===== config.mk =====
export PLATFORM = sky130hd
export DESIGN_NAME = ssw_safety_switch
export DESIGN_NICKNAME = d
export VERILOG_FILES = /design/src/hdl/ssw_pkg.sv /design/src/hdl/ssw_safety_switch.sv
export SDC_FILE = /design/constraint.sdc
export NUM_CORES = 1
export LEC_CHECK = 0
export BUFFER_PORTS_ARGS = -buffer_cell sky130_fd_sc_hd__buf_2
export CAP_MARGIN = 20
export CORE_ASPECT_RATIO = 1.75
export CORE_MARGIN = 2
export CORE_UTILIZATION = 30
export CTS_BUF_LIST = sky130_fd_sc_hd__clkbuf_4
export DETAILED_ROUTE_END_ITERATION = 12
export REMOVE_ABC_BUFFERS = 1
export SYNTH_ARGS = -nofsm -noshare
export SYNTH_HDL_FRONTEND = slang
export SYNTH_SLANG_ARGS = --single-unit

===== constraint.sdc =====
create_clock -name clock -period 3.65 [get_ports clock]
set_clock_uncertainty 0.15 [all_clocks]
set_input_delay 0.5475 -clock clock [delete_from_list [all_inputs] [get_ports clock]]
set_output_delay 0.5475 -clock clock [all_outputs]
set_load 0.05 [all_outputs]

===== src/hdl/ssw_pkg.sv =====
// Purpose: Shared constants and types of the coded safety switch output logic
// Assumes: 125 MHz system clock
// Notes:   Diagnostic chain timing and command codes are block-local choices

package ssw_pkg;

  // ----------------------------------------------------------------
  // Clock and timing
  // ----------------------------------------------------------------
  localparam int CLK_PERIOD_NS = 8;
  localparam int BIT_TIME_NS = 10000;
  localparam int BIT_CYC = (BIT_TIME_NS + CLK_PERIOD_NS - 1) / CLK_PERIOD_NS;
  localparam int HALF_BIT_CYC = BIT_CYC / 2;
  localparam int DETECT_TIME_US = 1000;
  localparam int DETECT_CYC = (DETECT_TIME_US * 1000 + CLK_PERIOD_NS - 1) / CLK_PERIOD_NS;
  localparam int CNT_W = 17;

  // ----------------------------------------------------------------
  // Diagnostic chain framing
  // ----------------------------------------------------------------
  localparam int MAX_SENSORS = 16;
  localparam int ADDR_W = 4;
  localparam int DATA_BITS = 8;
  localparam int REPLY_BITS = 20;
  localparam int BITN_W = 5;
  localparam logic [3:0] CMD_SERIAL = 4'h1;
  localparam logic [3:0] CMD_CONFIG = 4'h2;
  localparam logic [3:0] CMD_NAME = 4'h3;
  localparam logic [3:0] CMD_STATUS = 4'h4;

  // ----------------------------------------------------------------
  // Synchroniser lanes
  // ----------------------------------------------------------------
  localparam int SYNC_W = 5;
  localparam int SY_CH1 = 0;
  localparam int SY_CH2 = 1;
  localparam int SY_ACT = 2;
  localparam int SY_DIAG = 3;
  localparam int SY_RDY = 4;

  // ----------------------------------------------------------------
  // Indicator codes
  // ----------------------------------------------------------------
  localparam logic [1:0] LED_OFF = 2'h0;
  localparam logic [1:0] LED_ON = 2'h1;
  localparam logic [1:0] LED_FAST_FLASH = 2'h2;
  localparam logic [1:0] LED_FLASH = 2'h3;
  localparam logic [1:0] DEV_GREEN = 2'h0;
  localparam logic [1:0] DEV_RED_FLASH = 2'h1;
  localparam logic [1:0] DEV_RED = 2'h2;

  typedef enum logic [1:0] {
    CHK_OK = 2'b00,
    CHK_UNEQUAL = 2'b01,
    CHK_LOCK = 2'b10
  } ssw_chk_e;

  typedef enum logic [1:0] {
    DG_DETECT = 2'b00,
    DG_IDLE = 2'b01,
    DG_RX = 2'b10,
    DG_TX = 2'b11
  } ssw_diag_e;

endpackage


===== src/hdl/ssw_safety_switch.sv =====
// Purpose: Output interlock, feasibility check and diagnostic chain of a coded safety switch
// Assumes: All pin inputs are asynchronous to clock
// Notes:   Safety path never depends on the diagnostic chain state
//
// Overview of operation
// - Ready with actuator present: each safety output follows its own chain input.
// - No actuator detected: both safety outputs low regardless of inputs.
// - Without diagnostic chain, signal output shows actuator presence only.
// - One input falls while other high: show unequal status on indicators.
// - Same input rises while other high: feasibility error and partial lock.
// - Normal switching resumes only after both inputs were low together.
// - With fieldbus module present, diagnostic input is enabled and read.
// - Without fieldbus module, diagnostic input is only watched for module detection.
// - In chain mode the signal output carries reply data to the module.
// - Chain holds up to sixteen series sensors, each one addressed subscriber.
// - Diagnostic link re-established automatically after every power-up.
// - Serial number readable over the diagnostic chain.
// - Configuration, including remaining teach-in count, returned on request.
// - Actuator short name reported when the module polls it.
// - Status reply tells switched state and where the chain is open.
// - Diagnostic chain optional; it never alters safety input/output behaviour.
// - After actuator removal outputs stay off until actuator detected again.

`timescale 1ns/1ps

module ssw_safety_switch
  import ssw_pkg::*;
#(
  parameter int DETECT_CYCLES = DETECT_CYC,
  parameter int BIT_CYCLES = BIT_CYC
) (
  // Clock and reset
  input wire logic clock,
  input wire logic reset,
  // Safety chain inputs
  input wire logic first_chain_input,
  input wire logic second_chain_input,
  // Sensor state
  input wire logic actuator_present,
  input wire logic device_ready,
  // Diagnostic chain
  input wire logic diag_receive_input,
  input wire logic [ADDR_W-1:0] chain_position,
  // Device data reported over the chain
  input wire logic [15:0] serial_number,
  input wire logic [7:0] teach_remaining,
  input wire logic [15:0] actuator_name,
  // Safety and signal outputs
  output logic safety_out_first,
  output logic safety_out_second,
  output logic signal_diag_output,
  // Indicators and status
  output logic [1:0] input_led,
  output logic [1:0] device_led,
  output logic feasibility_error,
  output logic diag_mode
);

  // ----------------------------------------------------------------
  // Input synchronisers
  // ----------------------------------------------------------------
  logic [SYNC_W-1:0] pin_in;
  logic [SYNC_W-1:0] sync1_ff;
  logic [SYNC_W-1:0] sync2_ff;
  logic [SYNC_W-1:0] sync3_ff;
  logic [SYNC_W-1:0] stable_ff;
  logic [SYNC_W-1:0] nxt_stable;
  logic [SYNC_W-1:0] agree;

  assign pin_in = {device_ready, diag_receive_input, actuator_present,
                   second_chain_input, first_chain_input};
  // A change counts only once the second and third stages agree
  assign agree = ~(sync2_ff ^ sync3_ff);
  assign nxt_stable = (agree & sync3_ff) | (~agree & stable_ff);

  always_ff @(posedge clock or posedge reset) begin
    if (reset) begin
      sync1_ff <= '0;
      sync2_ff <= '0;
      sync3_ff <= '0;
      stable_ff <= '0;
    end else begin
      sync1_ff <= pin_in;
      sync2_ff <= sync1_ff;
      sync3_ff <= sync2_ff;
      stable_ff <= nxt_stable;
    end
  end

  // ----------------------------------------------------------------
  // Feasibility check of the two chain inputs
  // ----------------------------------------------------------------
  logic in1;
  logic in2;
  logic act;
  logic rdy;
  logic prev1_ff;
  logic prev2_ff;
  logic fall1;
  logic fall2;
  logic rise1;
  logic rise2;
  logic both_low;
  logic hold1;
  logic hold2;
  logic rise_side;
  logic other_high;
  ssw_chk_e chk_ff;
  ssw_chk_e nxt_chk;
  logic side_ff;
  logic nxt_side;

  assign in1 = stable_ff[SY_CH1];
  assign in2 = stable_ff[SY_CH2];
  assign act = stable_ff[SY_ACT];
  assign rdy = stable_ff[SY_RDY];
  assign fall1 = prev1_ff & ~in1;
  assign fall2 = prev2_ff & ~in2;
  assign rise1 = ~prev1_ff & in1;
  assign rise2 = ~prev2_ff & in2;
  assign both_low = ~in1 & ~in2;
  // The other channel must be high before and after, not merely rising now
  assign hold1 = prev1_ff & in1;
  assign hold2 = prev2_ff & in2;
  assign rise_side = side_ff ? rise2 : rise1;
  assign other_high = side_ff ? hold1 : hold2;

  always_comb begin
    nxt_chk = chk_ff;
    nxt_side = side_ff;
    unique case (chk_ff)
      CHK_OK: begin
        if (fall1 & hold2) begin
          nxt_chk = CHK_UNEQUAL;
          nxt_side = 1'b0;
        end else if (fall2 & hold1) begin
          nxt_chk = CHK_UNEQUAL;
          nxt_side = 1'b1;
        end
      end
      CHK_UNEQUAL: begin
        if (both_low) begin
          nxt_chk = CHK_OK;
        end else if (rise_side & other_high) begin
          nxt_chk = CHK_LOCK;
        end
      end
      CHK_LOCK: begin
        // Only a common low of both channels releases the lock
        if (both_low) begin
          nxt_chk = CHK_OK;
        end
      end
      default: begin
        nxt_chk = CHK_OK;
      end
    endcase
  end

  always_ff @(posedge clock or posedge reset) begin
    if (reset) begin
      chk_ff <= CHK_OK;
      side_ff <= 1'b0;
      prev1_ff <= 1'b0;
      prev2_ff <= 1'b0;
    end else begin
      chk_ff <= nxt_chk;
      side_ff <= nxt_side;
      prev1_ff <= in1;
      prev2_ff <= in2;
    end
  end

  // ----------------------------------------------------------------
  // Safety outputs and indicators
  // ----------------------------------------------------------------
  logic enable;
  logic lock1;
  logic lock2;
  logic nxt_out1;
  logic nxt_out2;
  logic [1:0] nxt_input_led;
  logic [1:0] nxt_device_led;

  // Only the offending channel is held off, from the unequal state on;
  // the next state is used so a returning input never pulses its output
  assign enable = rdy & act;
  assign lock1 = (nxt_chk != CHK_OK) & ~nxt_side;
  assign lock2 = (nxt_chk != CHK_OK) & nxt_side;
  assign nxt_out1 = enable & in1 & ~lock1;
  assign nxt_out2 = enable & in2 & ~lock2;
  assign nxt_input_led = (chk_ff == CHK_LOCK) ? LED_FLASH :
                         (chk_ff == CHK_UNEQUAL) ? LED_FAST_FLASH :
                         (in1 | in2) ? LED_ON : LED_OFF;
  assign nxt_device_led = ~rdy ? DEV_RED :
                          (chk_ff != CHK_OK) ? DEV_RED_FLASH : DEV_GREEN;

  always_ff @(posedge clock or posedge reset) begin
    if (reset) begin
      safety_out_first <= 1'b0;
      safety_out_second <= 1'b0;
      input_led <= LED_OFF;
      device_led <= DEV_RED;
      feasibility_error <= 1'b0;
    end else begin
      safety_out_first <= nxt_out1;
      safety_out_second <= nxt_out2;
      input_led <= nxt_input_led;
      device_led <= nxt_device_led;
      feasibility_error <= (chk_ff == CHK_LOCK);
    end
  end

  // ----------------------------------------------------------------
  // Diagnostic chain: reply data
  // ----------------------------------------------------------------
  logic diag;
  logic [DATA_BITS-1:0] rx_sh_ff;
  logic [DATA_BITS-1:0] nxt_rx_sh;
  logic [ADDR_W-1:0] addr_ff;
  logic [ADDR_W-1:0] nxt_addr;
  logic [3:0] cmd;
  logic addr_hit;
  logic cmd_known;
  logic [7:0] status_byte;
  logic [15:0] reply_word;
  logic [REPLY_BITS-1:0] reply_frame;

  // Ignored while no fieldbus module has been seen
  assign diag = stable_ff[SY_DIAG] & diag_mode;
  assign cmd = rx_sh_ff[3:0];
  assign addr_hit = (rx_sh_ff[DATA_BITS-1:ADDR_W] == addr_ff);
  assign cmd_known = (cmd == CMD_SERIAL) | (cmd == CMD_CONFIG) |
                     (cmd == CMD_NAME) | (cmd == CMD_STATUS);
  // A low chain input here and high upstream locates an open circuit
  assign status_byte = {rdy, (chk_ff == CHK_LOCK), (chk_ff == CHK_UNEQUAL),
                        safety_out_second, safety_out_first, in2, in1, act};
  assign reply_word = (cmd == CMD_SERIAL) ? serial_number :
                      (cmd == CMD_CONFIG) ? {teach_remaining, 8'h00} :
                      (cmd == CMD_NAME) ? actuator_name :
                      {8'h00, status_byte};
  assign reply_frame = {1'b1, reply_word[15:8], 1'b0,
                        1'b1, reply_word[7:0], 1'b0};

  // ----------------------------------------------------------------
  // Diagnostic chain: link sequencer
  // ----------------------------------------------------------------
  ssw_diag_e dg_ff;
  ssw_diag_e nxt_dg;
  logic [CNT_W-1:0] cnt_ff;
  logic [CNT_W-1:0] nxt_cnt;
  logic [BITN_W-1:0] bitn_ff;
  logic [BITN_W-1:0] nxt_bitn;
  logic [REPLY_BITS-1:0] tx_sh_ff;
  logic [REPLY_BITS-1:0] nxt_tx_sh;
  logic nxt_mode;
  logic nxt_signal;
  logic cnt_zero;
  localparam int HALF_BIT_CYCLES = BIT_CYCLES / 2;

  assign cnt_zero = (cnt_ff == '0);

  always_comb begin
    nxt_dg = dg_ff;
    nxt_cnt = cnt_ff;
    nxt_bitn = bitn_ff;
    nxt_rx_sh = rx_sh_ff;
    nxt_tx_sh = tx_sh_ff;
    nxt_addr = addr_ff;
    nxt_mode = diag_mode;
    unique case (dg_ff)
      DG_DETECT: begin
        // A module holds the line high; a steady high after power-up means present
        if (!stable_ff[SY_DIAG]) begin
          nxt_cnt = '0;
        end else if (cnt_ff == CNT_W'(DETECT_CYCLES - 1)) begin
          nxt_dg = DG_IDLE;
          nxt_mode = 1'b1;
          nxt_addr = chain_position;
          nxt_cnt = '0;
        end else begin
          nxt_cnt = cnt_ff + CNT_W'(1);
        end
      end
      DG_IDLE: begin
        if (!diag) begin
          nxt_dg = DG_RX;
          nxt_cnt = CNT_W'(BIT_CYCLES + HALF_BIT_CYCLES - 1);
          nxt_bitn = '0;
        end
      end
      DG_RX: begin
        if (!cnt_zero) begin
          nxt_cnt = cnt_ff - CNT_W'(1);
        end else if (bitn_ff == BITN_W'(DATA_BITS)) begin
          // Stop bit sample; a framing error or a foreign address gets no reply
          if (diag & addr_hit & cmd_known) begin
            nxt_dg = DG_TX;
            nxt_tx_sh = reply_frame;
            nxt_cnt = CNT_W'(BIT_CYCLES - 1);
            nxt_bitn = '0;
          end else begin
            nxt_dg = DG_IDLE;
          end
        end else begin
          nxt_rx_sh = {diag, rx_sh_ff[DATA_BITS-1:1]};
          nxt_bitn = bitn_ff + BITN_W'(1);
          nxt_cnt = CNT_W'(BIT_CYCLES - 1);
        end
      end
      DG_TX: begin
        if (!cnt_zero) begin
          nxt_cnt = cnt_ff - CNT_W'(1);
        end else if (bitn_ff == BITN_W'(REPLY_BITS - 1)) begin
          nxt_dg = DG_IDLE;
          nxt_tx_sh = '1;
        end else begin
          nxt_tx_sh = {1'b1, tx_sh_ff[REPLY_BITS-1:1]};
          nxt_bitn = bitn_ff + BITN_W'(1);
          nxt_cnt = CNT_W'(BIT_CYCLES - 1);
        end
      end
    endcase
  end

  // Chain mode swaps the presence signal for reply data; idle line stays high
  assign nxt_signal = diag_mode ? ((dg_ff == DG_TX) ? tx_sh_ff[0] : 1'b1)
                                : act;

  always_ff @(posedge clock or posedge reset) begin
    if (reset) begin
      dg_ff <= DG_DETECT;
      cnt_ff <= '0;
      bitn_ff <= '0;
      rx_sh_ff <= '0;
      tx_sh_ff <= '1;
      addr_ff <= '0;
      diag_mode <= 1'b0;
      signal_diag_output <= 1'b0;
    end else begin
      dg_ff <= nxt_dg;
      cnt_ff <= nxt_cnt;
      bitn_ff <= nxt_bitn;
      rx_sh_ff <= nxt_rx_sh;
      tx_sh_ff <= nxt_tx_sh;
      addr_ff <= nxt_addr;
      diag_mode <= nxt_mode;
      signal_diag_output <= nxt_signal;
    end
  end

endmodule // ssw_safety_switch


==> results.toml <==
[layout]
regArea_um2 = 2250
syn2layout_area_growth_pct = 13.9
fill_cells = 1676
layout-drive-gt1-share_pct = 21.7
multi_input_area_um2 = 2560
final_cells = 806
nets = 640
fin_util_pct = 34.8

[clock_tree]
cts_buffers = 9
cts-htree-levels = 3
clk_pin_slew_ps = 170
cts_root_buf = "clkbuf_4"
clk_latency_ps = 460
clock_sinks = 89
tritoncts = "done"
cts_buffer_depth = 2
cts_resized = 0

[place]
gp_congestion = 0.926
dp_cells = 785
post-place-ws_ps = 738
dp_hpwl_mm = 9.90
port_buffers = 59

[critical_path]
r2r-end = "cnt_ff[16]"
cpMaxStageDelayCell = "nor4b_2"
path_cells = "inv_1 > ha_1 > nor4b_2 > nand4b_4 > a211o_1 > nand2_2 > nor4_1 > a311o_1"
r2r_cells = 8
cp.required_ps = 3870
cpPeakStageDelay_ps = 530
critPathKind = "reg -> reg"
critPathArrivalTime_ps = 3160
reg2reg_setup_slack_ps = 710
worstPathMaxFanout = 17
crit_path_end_kind = "flip-flop"
crit_path_start_kind = "flip-flop"
rr_startpoint = "cnt_ff[0]"

[floorplan]
die_h_um = 175
coreArea_um2 = 16400
rows = 62
fp.dieW_um = 102
pin_count = 60
start_util_pct = 30.6
die_area_um2 = 17800

[sta]
drv_slew = 0
setup_viol = 0
slew_headroom_pct = 42.1
rsz0062_at_grt = "no"
worst_pin_slew_ps = 867
timing.fmax_mhz = 340
tns_ps = 0
timing.final.crit_period_ps = 2940
timing.final.ws_setup_ps = 708
fin_crit_sh_pct = 80.6
holdWs_ps = 56.0
hold_violations = 0

[global_routing]
grt_max_degree = 73
grt.overflow.total = 0
grt_use_total_pct = 15.2
grt_first_pass_wirelength_mm = 21.4
first_global_vias = 4431
antenna_found_initial = 1

[min_path]
hold_class = "in -> reg"
holdPathStages = 1
worstHoldEndpoint = "sync1_ff[3]"
holdCritStartpoint = "diag_receive_input"

[power_and_ir_drop]
p_switching_uw = 706
clockPowerShare_pct = 27.1
power.leakage_nw = 2.37
sw_frac_of_total_pct = 34.5
p_comb_share_pct = 20.0
peakVddDrop_mv = 0.145
pwr-share-seq_pct = 52.9
power.density_nw_per_um2 = 359
internal_power_mw = 1.34

[detailed_routing]
dr.pass1.iters = 5
first_iter_violations = 287
finalWirelength_mm = 13.2
via_per_inst = 5.31
via_count = 4281
detail-route-antenna-nets = 0
wl_per_cell_um = 16.4
post-route-drc-count = 0

[synth]
syn_avg_cell_area_um2 = 9.50
synth_ff_type = "dfrtp_1"
syn_inst = 527
synth_seq_area_share_pct = 45.0
synth_warnings = 0
synth-async-reset-ratio_pct = 100
synthesis.area_um2 = 5010
ys_seq_elements = 89
synth_edf_count = 0
synth_cell_types = 72

[job]
drv_cap = 0

[run_status]
status = "finished clean"
Yosys cell counts (11+ instances only):
master,count,area share [%]
mux2i_1,11,2.2
ha_1,13,3.2
clkbuf_1,25,1.9
o21ai_0,57,5.7
dfstp_2,20,10
mux2_1,14,3.1
nand3_1,24,2.4
nor2_1,24,1.8
nand2_1,43,3.2
inv_1,16,1.2
dfrtp_1,69,34
o21ai_1,16,1.6
nor3_1,12,1.2
a21oi_1,44,4.4
stage by stage:
stage                     power, mW  instance area [um^2]
after floorplan                1.38                  4860
after global placement         1.50                  5520
after detailed placement       1.51                  5520
after CTS                      2.08                  5680
after global routing           2.17                  5700
final                          2.05                  5700
layer usage:
metal,vias up,part of all wire (%),GRT usage [%]
li1,2030,-,-
met1,2095,38,16.1
met2,120,54,28.0
met3,36,3.3,2.76
met4,0,4.6,7.38
met5,-,0,0
cell usage in the layout (no fill, tap or decap), types with 5 or more instances in the layout:
| cell | instances |
|---|---|
| and3_1 | 10 |
| o21ai_0 | 57 |
| a21oi_1 | 44 |
| buf_4 | 6 |
| mux2_1 | 14 |
| clkbuf_4 | 9 |
| nor2_1 | 24 |
| dfrtp_1 | 69 |
| buf_2 | 59 |
| mux2i_1 | 11 |
| nor4_1 | 6 |
| xor2_1 | 6 |
| nand2b_1 | 7 |
| maj3_1 | 5 |
| o22ai_1 | 5 |
| inv_1 | 15 |
| dfstp_2 | 20 |
| o31ai_1 | 9 |
| ha_1 | 13 |
| nand3_1 | 24 |
| o21ai_1 | 16 |
| mux2_2 | 6 |
| nor3_1 | 12 |
| nand2_1 | 43 |
cell type report:
type	instances	share of cell area [%]
Multi-Input combinational cell	390	45.0
Sequential cell	89	39.5
Timing Repair Buffer	70	7.02
Tap cell	224	4.92
Clock inverter	7	1.27
Clock buffer	9	1.18
Inverter	16	1.08
Antenna cell	1	0.0439
what timing repair did:
action	4_1_cts	5_1_grt
hold endpoints to repair	18	2
hold buffers	2	2
buffers inserted	0	0
registers in the layout, summed over array words and instances (netlist names), 4 cells and up, named ones only:
register and flops:
cnt_ff 17, rx_sh_ff 8, addr_ff 4, tx_sh_ff 19
sync3_ff 5, sync1_ff 5, bitn_ff 5, sync2_ff 5
power by group through the flow:
stage | clock (mW) | sequential, mW | combinational (mW)
final | 0.556 | 1.08 | 0.410
after global placement | 0 | 1.10 | 0.400
after floorplan | 0 | 1.16 | 0.222
after global routing | 0.625 | 1.09 | 0.457
after CTS | 0.585 | 1.08 | 0.411
after detailed placement | 0 | 1.10 | 0.407
critical path, delay by kind of cell, from the launching register on:
family / cells / cell delay (ps)
buffers and inverters: 1 / 90
and+or+nand+nor: 4 / 1210
adders and majority gates: 1 / 210
AOI/OAI and AO/OA: 2 / 690
DFF: 1 / 500
worst max-delay path by stage:
stage | startpoint | to | slack [ps] | cells past startpoint
after floorplan | rx_sh_ff[0] | tx_sh_ff[1] | 200 | 5
after global placement | cnt_ff[0] | rx_sh_ff[3] | 820 | 7
after detailed placement | cnt_ff[0] | rx_sh_ff[4] | 740 | 7
after CTS | cnt_ff[0] | rx_sh_ff[2] | 710 | 7
after global routing | cnt_ff[0] | rx_sh_ff[2] | 460 | 7
final | cnt_ff[0] | cnt_ff[16] | 710 | 8
cells by family (layout without fill, tap and decap cells):
group                    after synthesis  count (layout)  synth area share, %
buffers and inverters                 48             102                 4.02
AND/OR/NAND/NOR                      162             162                 17.7
multiplexers                          31              31                 6.70
flip-flops                            89              89                 45.0
other                                  0               1                    0
XOR/XNOR                               8               8                 1.40
AO/OA/AOI/OAI                        171             171                 20.9
adder cells (fa/ha/maj)               18              18                 4.25
(Power assumes the default switching activity.)
